## config.mk

```make
export PLATFORM = sky130hd
export DESIGN_NAME = card_condition_identity_regs
export DESIGN_NICKNAME = d
export VERILOG_FILES = /design/src/design/card_regs_pkg.sv /design/src/design/card_condition_identity_regs.sv
export SDC_FILE = /design/constraint.sdc
export NUM_CORES = 1
export LEC_CHECK = 0
export BUFFER_PORTS_ARGS = -buffer_cell sky130_fd_sc_hd__buf_2
export CAP_MARGIN = 25
export CORE_UTILIZATION = 52
export CTS_CLUSTER_SIZE = 24
export DETAILED_ROUTE_END_ITERATION = 10
export PLACE_DENSITY = 0.9
export SYNTH_ARGS = -nofsm -noshare
export SYNTH_HDL_FRONTEND = slang
export SYNTH_SLANG_ARGS = --single-unit
```

## constraint.sdc

```tcl
create_clock -name mclk -period 3.6 [get_ports mclk]
set_input_delay 0 -clock mclk [delete_from_list [all_inputs] [get_ports mclk]]
set_output_delay 0 -clock mclk [all_outputs]
set_load 0.01 [all_outputs]
```

## src/design/card_regs_pkg.sv

```systemverilog
// Constants, field layouts and types shared by the card information registers
package card_regs_pkg;

  localparam int OCR_W = 32;
  localparam int CID_W = 128;
  localparam int CSD_W = 128;
  localparam int VDD_W = 9;
  localparam int OCR_VDD_LO = 15;
  localparam int OCR_VDD_HI = 23;
  localparam int OCR_DUALV_BIT = 7;
  localparam int OCR_CCS_BIT = 30;
  localparam int OCR_BUSY_BIT = 31;

  localparam int CRC_W = 7;
  localparam logic [CRC_W-1:0] CRC_POLY = 7'h09;
  localparam logic [CRC_W-1:0] CRC_INIT = 7'h00;
  localparam logic [6:0] CRC_IDX_FIRST = 7'h7F;
  localparam logic [6:0] CRC_IDX_LAST = 7'h08;

  localparam int CSD_STRUCT_HI = 127;
  localparam int CSD_STRUCT_LO = 126;
  localparam logic [1:0] CSD_VER1 = 2'h0;
  localparam logic [1:0] CSD_VER2 = 2'h1;
  localparam int CSD_COPY_BIT = 14;
  localparam int CSD_PERM_BIT = 13;
  localparam int CSD_TMP_BIT = 12;

  localparam int CLK_PERIOD_NS = 40;
  localparam int PWRUP_TIME_NS = 10000;
  localparam int PWRUP_CYC = (PWRUP_TIME_NS + CLK_PERIOD_NS - 1) /
                             CLK_PERIOD_NS;
  localparam int PWR_CNT_W = $clog2(PWRUP_CYC + 1);
  localparam logic [PWR_CNT_W-1:0] PWR_CNT_END = PWR_CNT_W'(PWRUP_CYC - 1);
  localparam logic [PWR_CNT_W-1:0] PWR_CNT_RST = '0;

  typedef enum logic [1:0] {
    SEL_OCR = 2'b00,
    SEL_CID = 2'b01,
    SEL_CSD = 2'b10
  } reg_sel_t;

  typedef enum logic [1:0] {
    PWR_CRC = 2'b00,
    PWR_WAIT = 2'b01,
    PWR_READY = 2'b10
  } pwr_state_t;

  // Identity body, bits 127 down to 8 of the identity word
  typedef struct packed {
    logic [7:0] maker_code;
    logic [15:0] integrator_code;
    logic [39:0] product_name_field;
    logic [7:0] product_revision_field;
    logic [31:0] serial_number_field;
    logic [3:0] reserved;
    logic [7:0] year_code;
    logic [3:0] month_code;
  } id_fields_t;

  typedef struct packed {
    logic copy;
    logic perm_wp;
    logic tmp_wp;
  } csd_wp_t;

  // Arbitrary neutral identity values
  localparam id_fields_t ID_DEFAULT = '{
    maker_code: 8'h5A,
    integrator_code: 16'h5859,
    product_name_field: 40'h4142434445,
    product_revision_field: 8'h10,
    serial_number_field: 32'h00000001,
    reserved: 4'h0,
    year_code: 8'h01,
    month_code: 4'h4
  };

endpackage

```

## src/design/card_condition_identity_regs.sv

```systemverilog
// Operation-conditions, identity and card-specific-data information registers
// What this block does
// Bits 15..23 of the conditions word flag supported 0.1 V windows.
// Bit 31 stays low during power-up, high once it finished.
// Bit 30 reads 1 for high-capacity, 0 for standard-capacity cards.
// Capacity flag is only meaningful once power-up bit reads high.
// Host reads capacity flag after power-up to learn the card class.
// Bit 7 resets to 0, set once a dual-voltage card sees CMD8.
// A 128-bit identity word, unique for each card.
// Bits 127:120 hold the 8-bit maker code.
// Bits 119:104 hold the two-character integrator code.
// Bits 103:64 hold the five-character product name.
// Bits 63:56 hold revision n.m as two BCD nibbles.
// Bits 55:24 hold the serial number; bits 23:20 reserved.
// Year code in bits 19:12 from 2000, month in 11:8.
// CRC7 in bits 7:1, bit 0 always reads 1.
// Data layout version 2.0 only for high-capacity cards.
// Read-only, write-once and rewritable fields by cell type.
// Registers reached only through card commands, not memory-mapped.
// CRC7 polynomial x^7+x^3+1 over bits 127..8, MSB first.
`timescale 1ns/1ns
`default_nettype none

module card_condition_identity_regs
  import card_regs_pkg::*;
#(
  parameter logic [VDD_W-1:0] VDD_WINDOW = 9'h1FF,
  parameter id_fields_t ID_FIELDS = ID_DEFAULT
) (
  input wire logic mclk,
  input wire logic rst,
  input wire logic cap_strap,
  input wire logic dual_strap,
  input wire logic cmd8_rcvd,
  input wire logic rd_req,
  input wire reg_sel_t rd_sel,
  input wire logic csd_wr,
  input wire csd_wp_t csd_wr_data,
  output logic rd_ack,
  output logic [CID_W-1:0] rd_data,
  output logic power_ready
);

  pwr_state_t pwr_state_ff;
  pwr_state_t nxt_pwr_state;
  logic [PWR_CNT_W-1:0] pwr_cnt_ff;
  logic [PWR_CNT_W-1:0] nxt_pwr_cnt;
  logic [6:0] crc_idx_ff;
  logic [6:0] nxt_crc_idx;
  logic [CRC_W-1:0] crc_ff;
  logic [CRC_W-1:0] nxt_crc;
  logic cap_ff;
  logic dualv_ff;
  csd_wp_t wp_ff;
  csd_wp_t nxt_wp;
  logic otp_lock_ff;
  logic rd_ack_ff;
  logic [CID_W-1:0] rd_data_ff;
  logic [CID_W-1:0] nxt_rd_data;

  logic [CID_W-CRC_W-2:0] id_body;
  logic [6:0] body_pos;
  logic crc_in_bit;
  logic crc_fb;
  logic crc_running;
  logic crc_last;
  logic cnt_done;
  logic ready;
  logic [OCR_W-1:0] ocr_word;
  logic [CID_W-1:0] cid_word;
  logic [CSD_W-1:0] csd_word;
  logic [1:0] csd_struct;

  // Power-up sequencing: checksum first, then the remaining settle time
  assign crc_running = (pwr_state_ff == PWR_CRC);
  assign crc_last = crc_running && (crc_idx_ff == CRC_IDX_LAST);
  assign cnt_done = (pwr_cnt_ff == PWR_CNT_END);
  assign ready = (pwr_state_ff == PWR_READY);
  assign power_ready = ready;
  assign nxt_pwr_cnt = cnt_done ? pwr_cnt_ff :
                       pwr_cnt_ff + PWR_CNT_W'(1);

  always_comb begin
    case (pwr_state_ff)
      PWR_CRC: nxt_pwr_state = crc_last ? PWR_WAIT : PWR_CRC;
      PWR_WAIT: nxt_pwr_state = cnt_done ? PWR_READY : PWR_WAIT;
      PWR_READY: nxt_pwr_state = PWR_READY;
      default: nxt_pwr_state = PWR_CRC;
    endcase
  end

  always_ff @(posedge mclk or posedge rst) begin
    if (rst) begin
      pwr_state_ff <= PWR_CRC;
      pwr_cnt_ff <= PWR_CNT_RST;
    end else begin
      pwr_state_ff <= nxt_pwr_state;
      pwr_cnt_ff <= nxt_pwr_cnt;
    end
  end

  // Serial checksum over the identity body, one bit per clock
  assign id_body = ID_FIELDS;
  assign body_pos = crc_idx_ff - CRC_IDX_LAST;
  assign crc_in_bit = id_body[body_pos];
  assign crc_fb = crc_in_bit ^ crc_ff[CRC_W-1];
  assign nxt_crc = !crc_running ? crc_ff :
                   ({crc_ff[CRC_W-2:0], 1'b0} ^
                    (crc_fb ? CRC_POLY : CRC_INIT));
  assign nxt_crc_idx = crc_running ? crc_idx_ff - 7'h01 : crc_idx_ff;

  always_ff @(posedge mclk or posedge rst) begin
    if (rst) begin
      crc_ff <= CRC_INIT;
      crc_idx_ff <= CRC_IDX_FIRST;
    end else begin
      crc_ff <= nxt_crc;
      crc_idx_ff <= nxt_crc_idx;
    end
  end

  // Capacity strap caught as power-up ends; flag means nothing before
  always_ff @(posedge mclk or posedge rst) begin
    if (rst) begin
      cap_ff <= 1'b0;
    end else if (pwr_state_ff == PWR_WAIT && cnt_done) begin
      cap_ff <= cap_strap;
    end
  end

  // Once set by CMD8 the dual-voltage bit holds until reset
  always_ff @(posedge mclk or posedge rst) begin
    if (rst) begin
      dualv_ff <= 1'b0;
    end else begin
      dualv_ff <= dualv_ff | (cmd8_rcvd & dual_strap);
    end
  end

  // Conditions word, one bit per position
  genvar gi;
  generate
    for (gi = 0; gi < OCR_W; gi++) begin : g_ocr
      if (gi >= OCR_VDD_LO && gi <= OCR_VDD_HI) begin : g_vdd
        assign ocr_word[gi] = VDD_WINDOW[gi-OCR_VDD_LO];
      end else if (gi == OCR_BUSY_BIT) begin : g_busy
        assign ocr_word[gi] = ready;
      end else if (gi == OCR_CCS_BIT) begin : g_ccs
        assign ocr_word[gi] = cap_ff;
      end else if (gi == OCR_DUALV_BIT) begin : g_dualv
        assign ocr_word[gi] = dualv_ff;
      end else begin : g_rsvd
        assign ocr_word[gi] = 1'b0;
      end
    end
  endgenerate

  // Identity word: fixed body, computed checksum, stop bit
  assign cid_word = {ID_FIELDS, crc_ff, 1'b1};

  // Copy and permanent protect are one-time; temporary stays rewritable
  assign nxt_wp.tmp_wp = csd_wr ? csd_wr_data.tmp_wp : wp_ff.tmp_wp;
  assign nxt_wp.copy = (csd_wr && !otp_lock_ff) ? csd_wr_data.copy :
                       wp_ff.copy;
  assign nxt_wp.perm_wp = (csd_wr && !otp_lock_ff) ? csd_wr_data.perm_wp :
                          wp_ff.perm_wp;

  always_ff @(posedge mclk or posedge rst) begin
    if (rst) begin
      wp_ff <= '0;
      otp_lock_ff <= 1'b0;
    end else begin
      wp_ff <= nxt_wp;
      otp_lock_ff <= otp_lock_ff | csd_wr;
    end
  end

  // Only the layout version, protection cells and a fixed 1 in bit 0 live here
  assign csd_struct = cap_ff ? CSD_VER2 : CSD_VER1;
  generate
    for (gi = 0; gi < CSD_W; gi++) begin : g_csd
      if (gi == CSD_STRUCT_HI || gi == CSD_STRUCT_LO) begin : g_st
        assign csd_word[gi] = csd_struct[gi-CSD_STRUCT_LO];
      end else if (gi == CSD_COPY_BIT) begin : g_cp
        assign csd_word[gi] = wp_ff.copy;
      end else if (gi == CSD_PERM_BIT) begin : g_pw
        assign csd_word[gi] = wp_ff.perm_wp;
      end else if (gi == CSD_TMP_BIT) begin : g_tw
        assign csd_word[gi] = wp_ff.tmp_wp;
      end else if (gi == 0) begin : g_one
        assign csd_word[gi] = 1'b1;
      end else begin : g_fix
        assign csd_word[gi] = 1'b0;
      end
    end
  endgenerate

  // Command-side read port; unused select answers with zeros
  assign nxt_rd_data = !rd_req ? rd_data_ff :
                       (rd_sel == SEL_OCR) ? {{(CID_W-OCR_W){1'b0}}, ocr_word} :
                       (rd_sel == SEL_CID) ? cid_word :
                       (rd_sel == SEL_CSD) ? csd_word :
                       '0;

  always_ff @(posedge mclk or posedge rst) begin
    if (rst) begin
      rd_ack_ff <= 1'b0;
      rd_data_ff <= '0;
    end else begin
      rd_ack_ff <= rd_req;
      rd_data_ff <= nxt_rd_data;
    end
  end

  assign rd_ack = rd_ack_ff;
  assign rd_data = rd_data_ff;
endmodule

`default_nettype wire

```

Word level (Yosys, flattened, before mapping). Memories as Yosys holds them, arrays and structs flattened. Cells that the tools add are included.

Output and inout bits: 130. Memories: 1. Register bits after elaboration: 159. Memory bits (read-only): 128. Bits of input ports: 12. Logic and storage cells: 43.

Bitwise logic cells: 5. Multiplexer cells: 9. Magnitude comparators: 1. Equal/unequal tests: 6. Add/sub/neg operators: 3. Reductions and logical operators: 6.

Memory list: (no name shown) (depth 128, width 1, rd ports 1, clocked after memory_dff 0, write ports 0, RTL line card_condition_identity_regs.sv:105) `assign crc_in_bit = id_body[body_pos];`.

Operator list (number): $mux W127 (3); $add A8 B1 Y8 const B (1); $eq A8 B8 Y1 const B (1); $lt A7 B8 Y1 const B (1); $eq A7 B4 Y1 const B (1); $sub A7 B1 Y7 const B (1); $sub A7 B4 Y7 const B (1); $xor A7 B4 Y7 (1); $pmux W2 S3 (1); $eq A2 B1 Y1 const B (2); $eq A2 B2 Y1 const B (2); $logic_not A2 Y1 (2); $mux W4 (1); $logic_and A1 B1 Y1 (3); $mux W1 (3); $mux W2 (1); $or A1 B1 Y1 (2); $and A1 B1 Y1 (1); $logic_not A1 Y1 (1); $xor A1 B1 Y1 (1).

Longest topological paths before layout.
Word-level depth: 6. Depth in mapped cells: 10. Gate-level depth less buffers: 8.

Least setup slack after synthesis. No wires, ideal clock.

Path type: register -> register. Start: register crc_idx_ff[3]. End: register crc_ff[0]. Setup time: 92 ps. Stages on the path, launching flop included: 10. Slack: 1328 ps. Data arrival time: 2180 ps. Cell sequence: dfstp_2 buf_6 inv_1 ha_1 clkbuf_1 a21oi_1 o211a_1 or3_1 and3_4 o31ai_2.

Cells in the longest elaborated chain, start to end: 6.

RTL lines: from (decl) (RTL line card_condition_identity_regs.sv:48) `logic [6:0] crc_idx_ff;`; from (signal assigned) (RTL line card_condition_identity_regs.sv:118) `crc_idx_ff <= nxt_crc_idx;`; $sub A7 B4 Y7 (RTL line card_condition_identity_regs.sv:104) `assign body_pos = crc_idx_ff - CRC_IDX_LAST;`; $mem_v2 Z128 W1; $mux W1 (not written as such) (RTL line card_condition_identity_regs.sv:105); $xor A1 B1 Y1 (RTL line card_condition_identity_regs.sv:106) `assign crc_fb = crc_in_bit ^ crc_ff[CRC_W-1];`; $mux W4 (RTL line card_condition_identity_regs.sv:109) `(crc_fb ? CRC_POLY : CRC_INIT));`; $xor A7 B4 Y7 (RTL line card_condition_identity_regs.sv:108) `({crc_ff[CRC_W-2:0], 1'b0} ^`; to (signal assigned) (RTL line card_condition_identity_regs.sv:117) `crc_ff <= nxt_crc;`; to (decl) (RTL line card_condition_identity_regs.sv:50) `logic [CRC_W-1:0] crc_ff;`.

Every way passes these cells. The select of a mux whose other input is x is not followed. A chain may end at the register's enable or synchronous reset.

Worst setup path after layout.
Start: register crc_idx_ff[0]. End: register crc_ff[0].

Same word-level chain as after synthesis.

==> summary.txt <==
Min path
  • Hold endpoint: rd_data[126]
  • Hold Startpoint: rd_sel[1]
  • Hold Crit Class: in -> reg
  • Hold path depth: 3

Logic synthesis
  • Netlist cell types: 41
  • Post-Syn Area per Cell: 9.22 um2
  • YS warnings: 0
  • Synthesized flop and latch total: 47
  • Area of the mapped netlist: 3200 um2
  • Synth Instances: approximately 350
  • Sequential area share after synthesis: 37.0%

Clock network
  • Clk sinks: 47
  • Post-CTS setup buffer count: 0
  • Num CTS Buffers: 5
  • Clk root buf: clkbuf_8
  • Post-CTS sizing: 0
  • Clk_lat worst skew: 0.30 ns
  • Clock transition at path regs: 0.09 ns
  • CTS tree: done
  • Clock tree buffer depth: 2
  • Number of H-tree levels: 2

Global routing
  • Vias in the first global route: 1863
  • Global Route Usage Sum: 16.8%
  • Congestion Overflow GR: 0
  • First-pass GRT wire length: 8400 um
  • Largest net degree at the start of global routing: 48
  • Antenna violations before repair: 0

STA
  • Clock skew: between 0.008 and 0.009 ns
  • RSZ-0062 raised after global routing: false
  • Post-route worst setup slack: approximately 1.2 ns
  • # setup viols final: 0
  • Relative slew slack: between 50% and 60%
  • Final TNS setup: 0 ns
  • Hold Vio Cnt, Final: 0
  • Period utilisation layout: 66.8%
  • Max-slew violations: 0
  • Tmin final: ~2.4 ns
  • Least-Margin Pin Slew: just over 0.7 ns
  • F_max: between 400 and 500 MHz

Place
  • IO Port Bufs: 61
  • Detailed placement HPWL: around 3800 um
  • Placer Congestion: approximately 0.95
  • Placed Area: 3020 um2
  • Setup WS pre-CTS: 1.20 ns

Critical path
  • CP Launch Type: register
  • Reg-to-reg critical path startpoint: crc_idx_ff[0]
  • Critical path buffers and inverters: 1
  • Max stage delay on crit path: 0.61 ns
  • RR Endpoint: crc_ff[0]
  • Critical path arrival: 2.62 ns
  • Top delay family on crit path: simple AND/OR/NAND/NOR gates
  • Kind of critical path: reg -> reg
  • Worst Setup End Kind: register
  • Crit-path slowest cell: dfstp_2
  • R2R setup slack: 1.20 ns
  • Crit. path cell count: 8
  • Crit-path cells: inv_1 > ha_1 > nor2b_1 > a211oi_1 > o32ai_1 > or3_1 > and3_4 > o31ai_2
  • CP Max Fanout: 8
  • Critical Path RT: 3.81 ns
  • Path depth of the worst reg2reg path: 8

Die
  • Initial Util: 54.1%
  • Total core area: 5920 um2
  • Die Footprint: around 6500 um2
  • Die W: 80.5 um
  • Cell row count: 28
  • Die Ht: between 80 and 90 um
  • I/O Pins: 142

Power and ir drop
  • PwrDens: 322 nW/um2
  • Leakage: 1.70 nW
  • Max VDD drop: 0.181 mV

Flow run
  • Max cap viols: 0

Layout
  • Layout cells sized above 1: 23.8%
  • Final #Nets: approximately 410
  • Ant diodes: 0
  • Final Instance Area: 3190 um2
  • Area grow syn2layout: -0.274%

Routing
  • DR vias/cell: 4.62
  • Drt pass-1 iters: 4
  • Per-cell routed wire length: 11.5 um
  • Routed Antenna Nets: 0
  • Detailed-route via count: between 2000 and 2500
  • Iteration-0 DRC Markers: 156
  • Routed wire length: 5250 um
  • Detailed-route DRC error count: 0

Run status
  • Outcome: completed
[kinds of logic (layout without fill, tap and decap cells)]
kind of cell	after synthesis	after routing	synth area share (%)
xor gates and xnor gates	17	17	4.65
buffers and inverters	142	99	30.1
other	1	80	0.117
DFF	47	47	37.0
adders and majority gates	13	13	5.08
and+or+nand+nor	80	80	12.2
AOI/OAI and AO/OA	37	37	7.43
muxes	10	10	3.44
[cell type report]
| cell class | count | area [um2] |
|---|---|---|
| multi-input cells | 237 | 1350 |
| repair buffers | 71 | 403 |
| well taps | 75 | 93.8 |
| inverters | 20 | 75.1 |
| clock buffers | 6 | 72.6 |
| flip-flops and latches | 47 | 1180 |
| fillers | 498 | 2730 |
| clock inverters | 2 | 13.8 |
[layer usage]
| metal | GRT usage, % | vias to the layer above | part of all wire [%] |
|---|---|---|---|
| met5 | 0 | - | 0 |
| met1 | 20.8 | 996 | 39 |
| met3 | 3.30 | 13 | 6.5 |
| li1 | - | 996 | - |
| met2 | 28.6 | 109 | 52 |
| met4 | 6.25 | 0 | 2.0 |
[how the worst max path moves through the flow]
stage,startpoint,end
2_1_floorplan,crc_idx_ff[3],crc_ff[0]
3_3_place_gp,crc_idx_ff[3],crc_ff[0]
3_5_place_dp,crc_idx_ff[0],crc_ff[0]
4_1_cts,crc_idx_ff[0],crc_ff[0]
5_1_grt,crc_idx_ff[0],crc_ff[0]
6_report,crc_idx_ff[0],crc_ff[0]
[flip-flops by register name, summed over array words and instances, names as in the netlist]
register      count
cap_ff            1
crc_ff            7
crc_idx_ff        7
csd_word          3
dualv_ff          1
otp_lock_ff       1
pwr_cnt_ff        8
pwr_state_ff      2
rd_ack            1
rd_data          16
[worst reg2reg max path: stages, from the launching register on]
cell      delay [ns]
dfstp_2         0.61
inv_1           0.13
ha_1            0.28
nor2b_1         0.15
a211oi_1        0.23
o32ai_1         0.15
or3_1           0.39
and3_4          0.20
o31ai_2         0.19
[what timing repair did]
item                       CTS  global route
setup endpoints to repair    0             0
hold buffers                 9             0
hold endpoints to repair    46             0
[power breakdown]
| part | switching (mW) | internal (mW) |
|---|---|---|
| registers | 0.0135 | 0.543 |
| logic | 0.106 | 0.0526 |
| clock network | 0.175 | 0.137 |
| total | 0.294 | 0.732 |
[Yosys cell counts (all sizes together)]
cell type | number | area [um2]
a211oi | 1 | 7.51
a21o | 2 | 15.0
a21oi | 11 | 55.1
a22oi | 2 | 15.0
a31o | 1 | 8.76
a31oi | 2 | 12.5
and2 | 1 | 6.26
and3 | 3 | 23.8
buf | 116 | 866
clkbuf | 6 | 22.5
conb | 1 | 3.75
dfrtp | 40 | 1000
dfstp | 7 | 184
ha | 13 | 163
inv | 20 | 75.1
mux2 | 8 | 90.1
mux2i | 2 | 20.0
nand2 | 31 | 116
nand2b | 1 | 6.26
nand3 | 12 | 60.1
nand4b | 1 | 8.76
nor2 | 14 | 52.6
nor2b | 4 | 25.0
nor3 | 4 | 31.3
nor3b | 2 | 15.0
o211a | 1 | 10.0
o21a | 1 | 7.51
o21ai | 4 | 20.0
o22ai | 8 | 50.1
o31ai | 3 | 27.5
o32ai | 1 | 8.76
or2 | 3 | 18.8
or3 | 4 | 25.0
xnor2 | 10 | 87.6
xor2 | 7 | 61.3
[stage by stage]
step	std cells	utilization (%)	hold WS, ns	total power, mW
floorplan	426	-	0.0314	0.767
global placement	441	50.9	0.185	0.713
detailed placement	441	50.9	0.185	0.715
CTS	458	53.9	0.0647	1.03
global route	458	53.9	0.0812	1.08
finish	458	53.9	0.0657	1.03
[cells in the final DEF (no fill, tap or decap), types with 2 or more instances in the layout]
cell type and n:
a31oi_1 2, nor3_1 3, a21o_1 2, dlygate4sd3_1 9
nor3b_1 2, dfrtp_1 40, nor2b_1 4, o21ai_0 4
conb_1 80, nand2_1 31, nor2_1 14, clkbuf_8 5
or2_2 3, xnor2_1 10, buf_2 61, o31ai_1 2
mux2_2 8, mux2i_1 2, nand3_1 12, a22oi_1 2
a21oi_1 11, xor2_1 7, dfstp_2 7, inv_1 19
ha_1 13, o22ai_1 8, and3_1 2, or3_1 4
Power figures use the tool's default switching activity.
